--- config.mk ---
export PLATFORM = sky130hd
export DESIGN_NAME = tks_scan_ctrl
export DESIGN_NICKNAME = d
export VERILOG_FILES = /design/src/rtl/tks_pkg.sv /design/src/rtl/tks_scan_ctrl.sv
export SDC_FILE = /design/constraint.sdc
export NUM_CORES = 2
export LEC_CHECK = 0
export BUFFER_PORTS_ARGS = -buffer_cell sky130_fd_sc_hd__buf_2
export CORE_ASPECT_RATIO = 0.5
export CORE_MARGIN = 2
export CORE_UTILIZATION = 25
export DETAILED_ROUTE_END_ITERATION = 7
export PLACE_DENSITY = 0.43
export SETUP_SLACK_MARGIN = 0.3
export SYNTH_ARGS = -nofsm -noshare
export SYNTH_HDL_FRONTEND = slang
export SYNTH_SLANG_ARGS = --single-unit
--- constraint.sdc ---
create_clock -name pclk -period 2.8 [get_ports pclk]
set_input_delay 0.14 -clock pclk [delete_from_list [all_inputs] [get_ports pclk]]
set_output_delay 0.14 -clock pclk [all_outputs]
set_load 0.005 [all_outputs]
--- src/rtl/tks_pkg.sv ---
// tks_pkg: constants for the touch key scan control block.
// assumes a 32-bit APB slave with one register per aligned word.
package tks_pkg;
	localparam int          NUM_MOD       = 6;
	localparam int          MEM_AW        = 5;
	// byte offsets of the register map
	localparam logic [11:0] OFS_PRELOAD   = 12'h000;
	localparam logic [11:0] OFS_CTRL      = 12'h004;
	localparam logic [11:0] OFS_CLKCFG    = 12'h008;
	localparam logic [11:0] OFS_REF_LO    = 12'h00C;
	localparam logic [11:0] OFS_REF_HI    = 12'h010;
	localparam logic [11:0] OFS_MOD_BASE  = 12'h040;
	localparam logic [11:0] OFS_MOD_STEP  = 12'h020;
	localparam logic [11:0] OFS_MOD_END   = 12'h100;
	localparam logic [11:0] OFS_MEM_BASE  = 12'h200;
	localparam logic [11:0] OFS_MEM_END   = 12'h280;
	// per-module word index
	localparam logic [2:0]  MI_FREQ_LO    = 3'h0;
	localparam logic [2:0]  MI_FREQ_HI    = 3'h1;
	localparam logic [2:0]  MI_CAP_LO     = 3'h2;
	localparam logic [2:0]  MI_CAP_HI     = 3'h3;
	localparam logic [2:0]  MI_OSC        = 3'h4;
	localparam logic [2:0]  MI_KEYEN      = 3'h5;
	localparam logic [2:0]  MI_SEQ        = 3'h6;
	// control register bits, clock config shared bit, key enable slot clock bit, masks and reset values
	localparam int          B_RAMC        = 7;
	localparam int          B_SLOTOV      = 6;
	localparam int          B_START       = 5;
	localparam int          B_FREQOV      = 4;
	localparam int          B_REFOV       = 3;
	localparam int          B_MODE        = 1;
	localparam int          B_BUSY        = 0;
	localparam int          B_SHARED      = 4;
	localparam int          B_TSS         = 7;
	localparam logic [7:0]  CTRL_WMASK    = 8'hFA;
	localparam logic [7:0]  CLKCFG_RST    = 8'h03;
	localparam logic [7:0]  PRELOAD_RST   = 8'h00;
	localparam logic [5:0]  OSC_WMASK     = 6'h3F;
	localparam logic [7:0]  KEYEN_WMASK   = 8'hBF;
	localparam logic [4:0]  UNIT_LAST     = 5'h1F;
	localparam logic [1:0]  SLOT_LAST     = 2'h3;
	localparam int          SYS_DIV       = 4;
	typedef enum logic [1:0] {ST_IDLE, ST_RUN, ST_SLOT_END} tks_state_t;
endpackage : tks_pkg

--- src/rtl/tks_scan_ctrl.sv ---
// tks_scan_ctrl: register file and scan sequencer of the touch key scanner.
// assumes oscillator edge inputs are asynchronous pulses and the clock is the system clock.
//
// Function
// one register set per module zero to five plus shared function registers
// five-bit prescaler makes one slot unit of 32 slot clocks
// slot counter starts at preload, overflows after 256 minus preload units
// access select 0 gives memory to host, 1 to scanner
// auto scan owns memory regardless of access select until busy falls
// software should set access select before an auto scan
// hardware slot overflow also raises interrupt; software set does not
// auto scan mid overflow keeps flag clear, clears counters, reloads slot counter
// auto scan completion sets flags, stops oscillators and counters
// manual overflow sets flags, stops oscillators and counters
// clearing start clears frequency, reference and unit counters, not slot counter
// start rising edge enables counters and oscillators
// any frequency counter overflow sets sticky bit 4
// reference counter overflow sets sticky bit 3
// control bit 1 selects auto (0) or manual (1) scan
// manual scan software loads capacitor first, reads counts after
// auto scan fetches capacitor settings and stores counts to memory
// auto scan follows the key sequence fields until all keys done
// busy sets when start rises
// busy clears at manual overflow or auto completion
// control bit 2 reads zero
// shared select uses module 0 slot counter when 1
// slot clock source: reference oscillator or system clock over four
// auto scan clears frequency counters after slots 0..2, keeps after 3
// auto scan loads next slot capacitor value at slot end
// slot counter steps on unit rollover, overflows from all ones
//
// Added by the designer: the APB register port and the placing of the registers.
`timescale 1ns/1ps
module tks_scan_ctrl
	import tks_pkg::*;
(
	// apb
	input  wire logic               pclk,
	input  wire logic               presetn,
	input  wire logic               psel,
	input  wire logic               penable,
	input  wire logic               pwrite,
	input  wire logic [11:0]        paddr,
	input  wire logic [31:0]        pwdata,
	output logic      [31:0]        prdata,
	output logic                    pready,
	output logic                    pslverr,
	// oscillator edges from the pads
	input  wire logic [NUM_MOD-1:0] key_osc_edge,
	input  wire logic [NUM_MOD-1:0] ref_osc_edge,
	// oscillator controls
	output logic      [NUM_MOD-1:0] key_osc_run,
	output logic      [NUM_MOD-1:0] ref_osc_run,
	output logic      [NUM_MOD-1:0] [1:0] key_select,
	output logic      [NUM_MOD-1:0] [9:0] ref_cap_setting,
	// interrupt request
	output logic                    module_irq_request
);
	// register file
	logic [7:0]               preload_r;
	logic [7:0]               clkcfg_r;
	logic [7:0]               ctrl_r;
	logic                     busy_r;
	logic                     auto_r;
	logic [15:0]              ref_cnt_r;
	logic [NUM_MOD-1:0][15:0] freq_r;
	logic [NUM_MOD-1:0][9:0]  cap_r;
	logic [NUM_MOD-1:0][5:0]  osc_r;
	logic [NUM_MOD-1:0][7:0]  keyen_r;
	logic [NUM_MOD-1:0][7:0]  seq_r;
	// scan timing
	logic [NUM_MOD-1:0][4:0]  unit_r;
	logic [NUM_MOD-1:0][7:0]  slot_r;
	logic [NUM_MOD-1:0]       slot_ov;
	logic [1:0]               slot_idx_r;
	logic [1:0]               div_r;
	logic [7:0]               mem_r [0:(1<<MEM_AW)-1];
	// pad synchronisers
	logic [NUM_MOD-1:0]       key_s1_r;
	logic [NUM_MOD-1:0]       key_s2_r;
	logic [NUM_MOD-1:0]       key_s3_r;
	logic [NUM_MOD-1:0]       ref_s1_r;
	logic [NUM_MOD-1:0]       ref_s2_r;
	logic [NUM_MOD-1:0]       ref_s3_r;
	logic [NUM_MOD-1:0]       key_tick;
	logic [NUM_MOD-1:0]       ref_tick;
	// sequencer
	logic                     sys_tick;
	logic                     run;
	logic                     sel_ov;
	logic                     auto_done;
	logic                     slot_end;
	logic                     stop_scan;
	logic                     irq_r;
	tks_state_t               state_r;
	tks_state_t               state_nxt;

	// apb decode
	logic                     wr_en;
	logic                     hit;
	logic [7:0]               rd_byte;
	logic                     start_wr_rise;
	logic                     start_wr_fall;
	logic                     scanner_owns;

	function automatic logic in_mod(input logic [11:0] a);
		in_mod = (a >= OFS_MOD_BASE) && (a < OFS_MOD_END);
	endfunction : in_mod

	function automatic logic [2:0] mod_of(input logic [11:0] a);
		logic [11:0] d;
		d      = a - OFS_MOD_BASE;
		mod_of = d[7:5];
	endfunction : mod_of

	assign wr_en   = psel & penable & pwrite;
	assign pready  = 1'b1;
	// counters are gated by the sequencer state, which tracks busy edge for edge
	assign run     = (state_r != ST_IDLE);
	assign sys_tick = (div_r == 2'(SYS_DIV - 1));
	// write to start in this access, seen before the register changes
	assign start_wr_rise = wr_en && (paddr == OFS_CTRL) && pwdata[B_START] && !ctrl_r[B_START];
	assign start_wr_fall = wr_en && (paddr == OFS_CTRL) && !pwdata[B_START] && ctrl_r[B_START];
	assign scanner_owns  = (busy_r && auto_r) || ctrl_r[B_RAMC];

	// pad edges pass two flops before the third flop used for edge detection
	always_ff @(posedge pclk or negedge presetn) begin
		if (!presetn) begin
			key_s1_r <= '0;
			key_s2_r <= '0;
			key_s3_r <= '0;
			ref_s1_r <= '0;
			ref_s2_r <= '0;
			ref_s3_r <= '0;
		end else begin
			key_s1_r <= key_osc_edge;
			key_s2_r <= key_s1_r;
			key_s3_r <= key_s2_r;
			ref_s1_r <= ref_osc_edge;
			ref_s2_r <= ref_s1_r;
			ref_s3_r <= ref_s2_r;
		end
	end
	assign key_tick = key_s2_r & ~key_s3_r;
	assign ref_tick = ref_s2_r & ~ref_s3_r;

	always_ff @(posedge pclk or negedge presetn) begin
		if (!presetn) div_r <= '0;
		else          div_r <= div_r + 2'h1;
	end

	// per-module slot timing
	genvar g;
	generate
		for (g = 0; g < NUM_MOD; g++) begin : g_mod
			logic tsc;
			assign tsc = osc_sel(g) ? sys_tick : ref_tick[g];
			assign slot_ov[g] = run && tsc && (unit_r[g] == UNIT_LAST) && (slot_r[g] == 8'hFF);
			always_ff @(posedge pclk or negedge presetn) begin
				if (!presetn) begin
					unit_r[g] <= '0;
					slot_r[g] <= PRELOAD_RST;
				end else if (start_wr_rise) begin
					unit_r[g] <= '0;
					slot_r[g] <= preload_r;
				end else if (start_wr_fall) begin
					unit_r[g] <= '0;
				end else if (slot_end) begin
					unit_r[g] <= '0;
					slot_r[g] <= preload_r;
				end else if (run && tsc) begin
					unit_r[g] <= unit_r[g] + 5'h1;
					if (unit_r[g] == UNIT_LAST)
						slot_r[g] <= slot_r[g] + 8'h01;
				end
			end
			always_ff @(posedge pclk or negedge presetn) begin
				if (!presetn)
					freq_r[g] <= '0;
				else if (start_wr_fall || start_wr_rise)
					freq_r[g] <= '0;
				else if (slot_end && slot_idx_r != SLOT_LAST)
					freq_r[g] <= '0;
				else if (run && key_tick[g] && keyen_r[g][4])
					freq_r[g] <= freq_r[g] + 16'h0001;
			end
			assign key_osc_run[g]     = run & keyen_r[g][4];
			assign ref_osc_run[g]     = run & keyen_r[g][5];
			assign key_select[g]      = auto_r ? seq_r[g][2*slot_idx_r +: 2] : 2'h0;
			assign ref_cap_setting[g] = cap_r[g];
		end
	endgenerate

	function automatic logic osc_sel(input int m);
		osc_sel = keyen_r[m][B_TSS];
	endfunction : osc_sel

	assign sel_ov    = clkcfg_r[B_SHARED] ? slot_ov[0] : (|slot_ov);
	assign auto_done = auto_r && sel_ov && (slot_idx_r == SLOT_LAST);
	assign slot_end  = auto_r && sel_ov && (slot_idx_r != SLOT_LAST);
	assign stop_scan = run && sel_ov && (!auto_r || auto_done);

	// scan sequencer
	always_comb begin
		state_nxt = state_r;
		case (state_r)
			ST_IDLE:     if (start_wr_rise) state_nxt = ST_RUN;
			ST_RUN:      if (start_wr_fall || stop_scan) state_nxt = ST_IDLE;
			             else if (slot_end) state_nxt = ST_SLOT_END;
			// a stop written in the reload cycle must not be lost
			ST_SLOT_END: if (start_wr_fall) state_nxt = ST_IDLE;
			             else state_nxt = ST_RUN;
			default:     state_nxt = ST_IDLE;
		endcase
	end

	always_ff @(posedge pclk or negedge presetn) begin
		if (!presetn)
			state_r <= ST_IDLE;
		else
			state_r <= state_nxt;
	end

	// busy follows the written start edge, not the stored start bit
	always_ff @(posedge pclk or negedge presetn) begin
		if (!presetn)
			busy_r <= 1'b0;
		else if (start_wr_rise)
			busy_r <= 1'b1;
		else if (stop_scan || start_wr_fall)
			busy_r <= 1'b0;
	end

	always_ff @(posedge pclk or negedge presetn) begin
		if (!presetn)
			auto_r <= 1'b0;
		else if (start_wr_rise)
			auto_r <= !pwdata[B_MODE];
	end

	always_ff @(posedge pclk or negedge presetn) begin
		if (!presetn)
			slot_idx_r <= '0;
		else if (start_wr_rise)
			slot_idx_r <= '0;
		else if (slot_end)
			slot_idx_r <= slot_idx_r + 2'h1;
	end

	// reference counter and sticky overflow flags
	always_ff @(posedge pclk or negedge presetn) begin
		if (!presetn)
			ref_cnt_r <= '0;
		else if (start_wr_fall || start_wr_rise || (slot_end && slot_idx_r != SLOT_LAST))
			ref_cnt_r <= '0;
		else if (run && sys_tick)
			ref_cnt_r <= ref_cnt_r + 16'h0001;
	end

	logic any_freq_ov;
	always_comb begin
		any_freq_ov = 1'b0;
		for (int m = 0; m < NUM_MOD; m++)
			if (run && key_tick[m] && keyen_r[m][4] && freq_r[m] == 16'hFFFF)
				any_freq_ov = 1'b1;
	end

	// control register: hardware set wins over software clear
	always_ff @(posedge pclk or negedge presetn) begin
		if (!presetn) begin
			ctrl_r <= '0;
		end else begin
			if (wr_en && paddr == OFS_CTRL)
				ctrl_r <= pwdata[7:0] & CTRL_WMASK;
			if (stop_scan) begin
				ctrl_r[B_SLOTOV] <= 1'b1;
			end
			if (any_freq_ov)
				ctrl_r[B_FREQOV] <= 1'b1;
			if (run && sys_tick && ref_cnt_r == 16'hFFFF)
				ctrl_r[B_REFOV] <= 1'b1;
		end
	end

	// one-cycle request, raised only by a hardware overflow, never by software
	always_ff @(posedge pclk or negedge presetn) begin
		if (!presetn)
			irq_r <= 1'b0;
		else
			irq_r <= stop_scan;
	end
	assign module_irq_request = irq_r;

	// preload and clock configuration
	always_ff @(posedge pclk or negedge presetn) begin
		if (!presetn) begin
			preload_r <= PRELOAD_RST;
			clkcfg_r  <= CLKCFG_RST;
		end else if (wr_en && paddr == OFS_PRELOAD) begin
			preload_r <= pwdata[7:0];
		end else if (wr_en && paddr == OFS_CLKCFG) begin
			clkcfg_r <= pwdata[7:0];
		end
	end

	// per-module registers; a slot end reload wins over a host write
	always_ff @(posedge pclk or negedge presetn) begin
		if (!presetn) begin
			cap_r   <= '0;
			osc_r   <= '0;
			keyen_r <= '0;
			seq_r   <= '0;
		end else begin
			if (wr_en && in_mod(paddr)) begin
				case (paddr[4:2])
					MI_CAP_LO: cap_r[mod_of(paddr)][7:0] <= pwdata[7:0];
					MI_CAP_HI: cap_r[mod_of(paddr)][9:8] <= pwdata[1:0];
					MI_OSC:    osc_r[mod_of(paddr)]      <= pwdata[5:0] & OSC_WMASK;
					MI_KEYEN:  keyen_r[mod_of(paddr)]    <= pwdata[7:0] & KEYEN_WMASK;
					MI_SEQ:    seq_r[mod_of(paddr)]      <= pwdata[7:0];
					default: ;
				endcase
			end
			if (slot_end) begin
				for (int m = 0; m < NUM_MOD; m++)
					cap_r[m] <= {mem_r[{slot_idx_r + 2'h1, 3'b010}][1:0],
					             mem_r[{slot_idx_r + 2'h1, 3'b011}]};
			end
		end
	end

	// data memory: host port gated by ownership, scanner stores counts
	always_ff @(posedge pclk or negedge presetn) begin
		if (!presetn) begin
			for (int i = 0; i < (1<<MEM_AW); i++) mem_r[i] <= '0;
		end else begin
			if (wr_en && paddr >= OFS_MEM_BASE && paddr < OFS_MEM_END
			    && !scanner_owns)
				mem_r[paddr[MEM_AW+1:2]] <= pwdata[7:0];
			// only modules 0 and 1 fit the small memory; counts stored low/high
			if (auto_r && busy_r && (slot_end || auto_done)) begin
				for (int m = 0; m < 2; m++) begin
					mem_r[{slot_idx_r, m[0], 2'b00}] <= freq_r[m][7:0];
					mem_r[{slot_idx_r, m[0], 2'b01}] <= freq_r[m][15:8];
				end
			end
		end
	end

	// apb read mux
	always_comb begin
		rd_byte = 8'h00;
		hit     = 1'b1;
		if (paddr == OFS_PRELOAD) rd_byte = preload_r;
		else if (paddr == OFS_CTRL) rd_byte = {ctrl_r[7:1], busy_r};
		else if (paddr == OFS_CLKCFG) rd_byte = clkcfg_r;
		else if (paddr == OFS_REF_LO) rd_byte = ref_cnt_r[7:0];
		else if (paddr == OFS_REF_HI) rd_byte = ref_cnt_r[15:8];
		else if (in_mod(paddr) && mod_of(paddr) < 3'(NUM_MOD)) begin
			case (paddr[4:2])
				MI_FREQ_LO: rd_byte = freq_r[mod_of(paddr)][7:0];
				MI_FREQ_HI: rd_byte = freq_r[mod_of(paddr)][15:8];
				MI_CAP_LO:  rd_byte = cap_r[mod_of(paddr)][7:0];
				MI_CAP_HI:  rd_byte = {6'h00, cap_r[mod_of(paddr)][9:8]};
				MI_OSC:     rd_byte = {2'h0, osc_r[mod_of(paddr)]};
				MI_KEYEN:   rd_byte = keyen_r[mod_of(paddr)];
				MI_SEQ:     rd_byte = seq_r[mod_of(paddr)];
				default:    hit = 1'b0;
			endcase
		end else if (paddr >= OFS_MEM_BASE && paddr < OFS_MEM_END)
			rd_byte = scanner_owns ? 8'h00 : mem_r[paddr[MEM_AW+1:2]];
		else hit = 1'b0;
	end

	always_ff @(posedge pclk or negedge presetn) begin
		if (!presetn) prdata <= '0;
		else if (psel && !penable && !pwrite) prdata <= {24'h000000, rd_byte};
	end
	assign pslverr = psel & penable & ~hit;
endmodule : tks_scan_ctrl

==> run metrics <==
RSZ-0062 raised after global routing=yes; Yosys cell types=91; final setup vio count=0; Seq cells post-synth=707; Max Cap Viol=0; Top Usage Layer GRT=met2; GP Congestion=~0.9; Fmax=between 300 and 400 MHz; worst vdd ir=0.347 mV; largest family of logic cells by synthesized area=multiplexers; antenna-violating nets left=0; Post-DP HPWL=between 90,000 and 100,000 um; GRT met3 Usage=2.24%; global-route wire length before repair=approximately 200,000 um; Post-Route Skew=slightly above 0.04 ns; grt met2 use=about 29%; detailed-route wire length per cell=roughly 24 um; ys flop type=dfrtp_1; Switching Share=26.4%; Hold Fails Final Rpt=0; r2r worst-path depth=9; sequential area share after synthesis=roughly 47%; Clock Path Buffers=3; number of synthesized flops with an enable pin=0; top cells by count, synth=705 x dfrtp_1, 383 x nor2_1, 296 x mux2_2, 225 x a21oi_1, 210 x mux2i_1; synthesized area=~37,000 um^2; Core Area=roughly 150,000 um^2; GRT Util Overall=17.9%; Compound-Gate Fraction of Synth Area=just over 10%; Logic pwr share=11.2%; crit start category=register; initial antenna violation count=5; CP Max Fanout=8; CTS root buf=clkbuf_16; Hold/Removal Path Class=primary input to asynchronous set/reset pin; Synth area leader=dfrtp_1; final net count=roughly 3,800; vias post-DR=between 20,000 and 30,000; number of global-route vias before repair=slightly below 30,000; PwrDens=526 nW/um^2; ranking of synthesized cells by area=dfrtp_1 47%, mux2_2 8.9%, mux4_2 7.4%; run status=finished, final reports clean; Critical Path RT=approximately 3.3 ns; fill count=14,900; Post-Synth Adder-Cell Area=1.17%; synthesis-to-finish area growth=27.7%; Seq pwr share=roughly 44%; DRT Pass-1 Iters=5; XOR/XNOR Fraction of Synth Area=2.91%; DRC=0; Post-Synth Simple-Gate Area=12.8%; Post-synth ARST share=100%; Die Area=between 150,000 and 200,000 um^2; worst skew pair latency=0.68 ns; Int Power=around 0.018 W; Worst slew margin=27.1%; critical path class=register to register; die width=approximately 550 um; H-tree lvl count=3; initial core utilization=about a quarter; Synth Instances=around 3,300; top-count cell post-synth=dfrtp_1; largest net degree at the start of global routing=69; part of the cycle the worst path needs=99.2%; leakage power=18.9 nW; end-of-flow core utilization=32.1%; Clk pwr share=approximately 45%; CTS tree=done; Num Clock Sinks=a little over 700; 1st-iter DRT viols=about 2,200; crit path capture type=register; Inserted Clock Buffers=79; met1 usage=between 20% and 30%; I/O pins=180; Routed WL=139,000 um; Syn Area/Cell=approximately 11 um^2; Switch Pwr=between 0.006 and 0.007 W; die height=about 280 um; Final Max Slew Viols=0; Port Buffers=130; gr ovfl total=0; synth warn=0; Synth top area share=approximately 47%; Via density=between 5 and 6; layout cells sized above 1=33.8%; Worst-Margin Slew=1.09 ns; CTS clk-pin slew, worst paths=around 0.06 ns; Worst EP arrival=3.32 ns; Rows=100; mux contribution to synthesized area=22.0%; Tmin final=2.78 ns; Fin Setup TNS=0 ns
-- layout by cell type, fill, tap and decap left out, drive strengths merged, types with 7 or more instances in the layout --
cell / count
dlygate4sd3: 17
clkbuf: 119
o2bb2ai: 7
nand3: 90
mux4: 123
o21ai: 109
a221oi: 17
nand4: 41
o211ai: 8
nor2: 419
nor3: 37
o22ai: 33
ha: 35
or3b: 9
or3: 19
a211oi: 17
o31ai: 14
a31o: 7
and4: 7
mux2i: 210
bufinv: 9
nor2b: 26
buf: 537
nand2: 170
dfrtp: 705
xor2: 64
a22o: 17
inv: 31
and2: 18
a22oi: 17
nor4: 11
and3: 60
clkinv: 19
mux2: 296
a21oi: 231
xnor2: 60
nand2b: 13
conb: 25
a31oi: 45
-- metrics by stage --
stage	std cells	power [W]	setup slack (ns)	hold WS (ns)	cell area [um^2]
2_1_floorplan	3357	0.0125	0.124	-0.156	37900
5_1_grt	5784	0.0261	-0.0887	0.0648	47700
4_1_cts	5759	0.0252	0.0509	0.0445	46800
6_report	5785	0.0251	0.0210	0.0358	47700
3_5_place_dp	5562	0.0137	-0.258	0.195	43300
3_3_place_gp	5562	0.0137	-0.165	0.194	43300
-- flip-flops by register name, summed over array words and instances, names as in the netlist, 6 cells and up --
name             count
key_s3_r             6
key_s1_r             6
ref_cap_setting     60
seq_r               48
clkcfg_r             8
preload_r            8
freq_r              96
osc_r               36
key_s2_r             6
unit_r              30
ref_cnt_r           16
ref_s2_r             6
ctrl_r               6
ref_s3_r             6
mem_r              256
keyen_r             42
ref_s1_r             6
slot_r              48
prdata               8
-- critical path, stage by stage, from the launching register on --
cell       delay [ns]
dfrtp_1          0.43
or3b_4           0.44
a2111oi_4        0.49
a221oi_2         0.10
a31o_4           0.32
buf_12           0.16
buf_8            0.12
a31oi_4          0.23
o21ai_1          0.12
a22o_1           0.24
-- power by group through the flow --
stage / registers, W / logic, W / clock network (W)
after global routing: 0.0111 / 0.00311 / 0.0119
after CTS: 0.0110 / 0.00266 / 0.0115
after detailed placement: 0.0112 / 0.00253 / 0
final: 0.0110 / 0.00280 / 0.0112
after floorplan: 0.0111 / 0.00141 / 0
after global placement: 0.0112 / 0.00247 / 0
-- logic make-up after synthesis --
kind of cell / count (synthesis)
AOI/OAI and AO/OA: 589
and+or+nand+nor: 949
adders and majority gates: 35
xor gates and xnor gates: 124
DFF: 707
other: 2
buffers and inverters: 299
muxes: 629
-- layout make-up --
cell class              count  area, um^2  share of cell area [%]
diodes                      2        5.00                  0.0105
clock buffers             115        2310                    4.85
clock inverters            29         449                   0.942
inverters                  33         124                   0.260
multi-input cells        2352       19400                    40.8
flip-flops and latches    707       17700                    37.1
well taps                1989        2490                    5.22
repair buffers            558        5160                    10.8
-- path summary, 6_finish.rpt --
kind                                  startpoint                         endpoint  slack [ns]
max in group asynchronous                presetn  ref_cap_setting[19]$_DFFE_PN0P_        1.71
max                        ref_s2_r[0]$_DFF_PN0_           slot_r[39]$_DFFE_PN0P_        0.02
min reg2reg                key_s1_r[3]$_DFF_PN0_            key_s2_r[3]$_DFF_PN0_        0.35
max reg2reg                ref_s2_r[0]$_DFF_PN0_           slot_r[39]$_DFFE_PN0P_        0.02
min in group pclk                           psel            prdata[4]$_DFFE_PN0P_        0.09
min                                      presetn           mem_r[201]$_DFFE_PN0P_        0.04
-- metal layers --
metal	routed length, um	vias to the layer above
li1	-	12900
met1	64800	15100
met2	64700	840
met3	6710	168
met4	2780	4
met5	14	-
-- what timing repair did --
item                                    CTS  global route
pin swaps                                16            38
hold buffers                             17             0
endpoints found under the hold margin   200             0
gates resized for setup                  42           119
cloned                                    2             4
setup buffers                            34            20
endpoints found under the setup margin  511           517
Note: power is estimated with default switching activity, not from simulation.
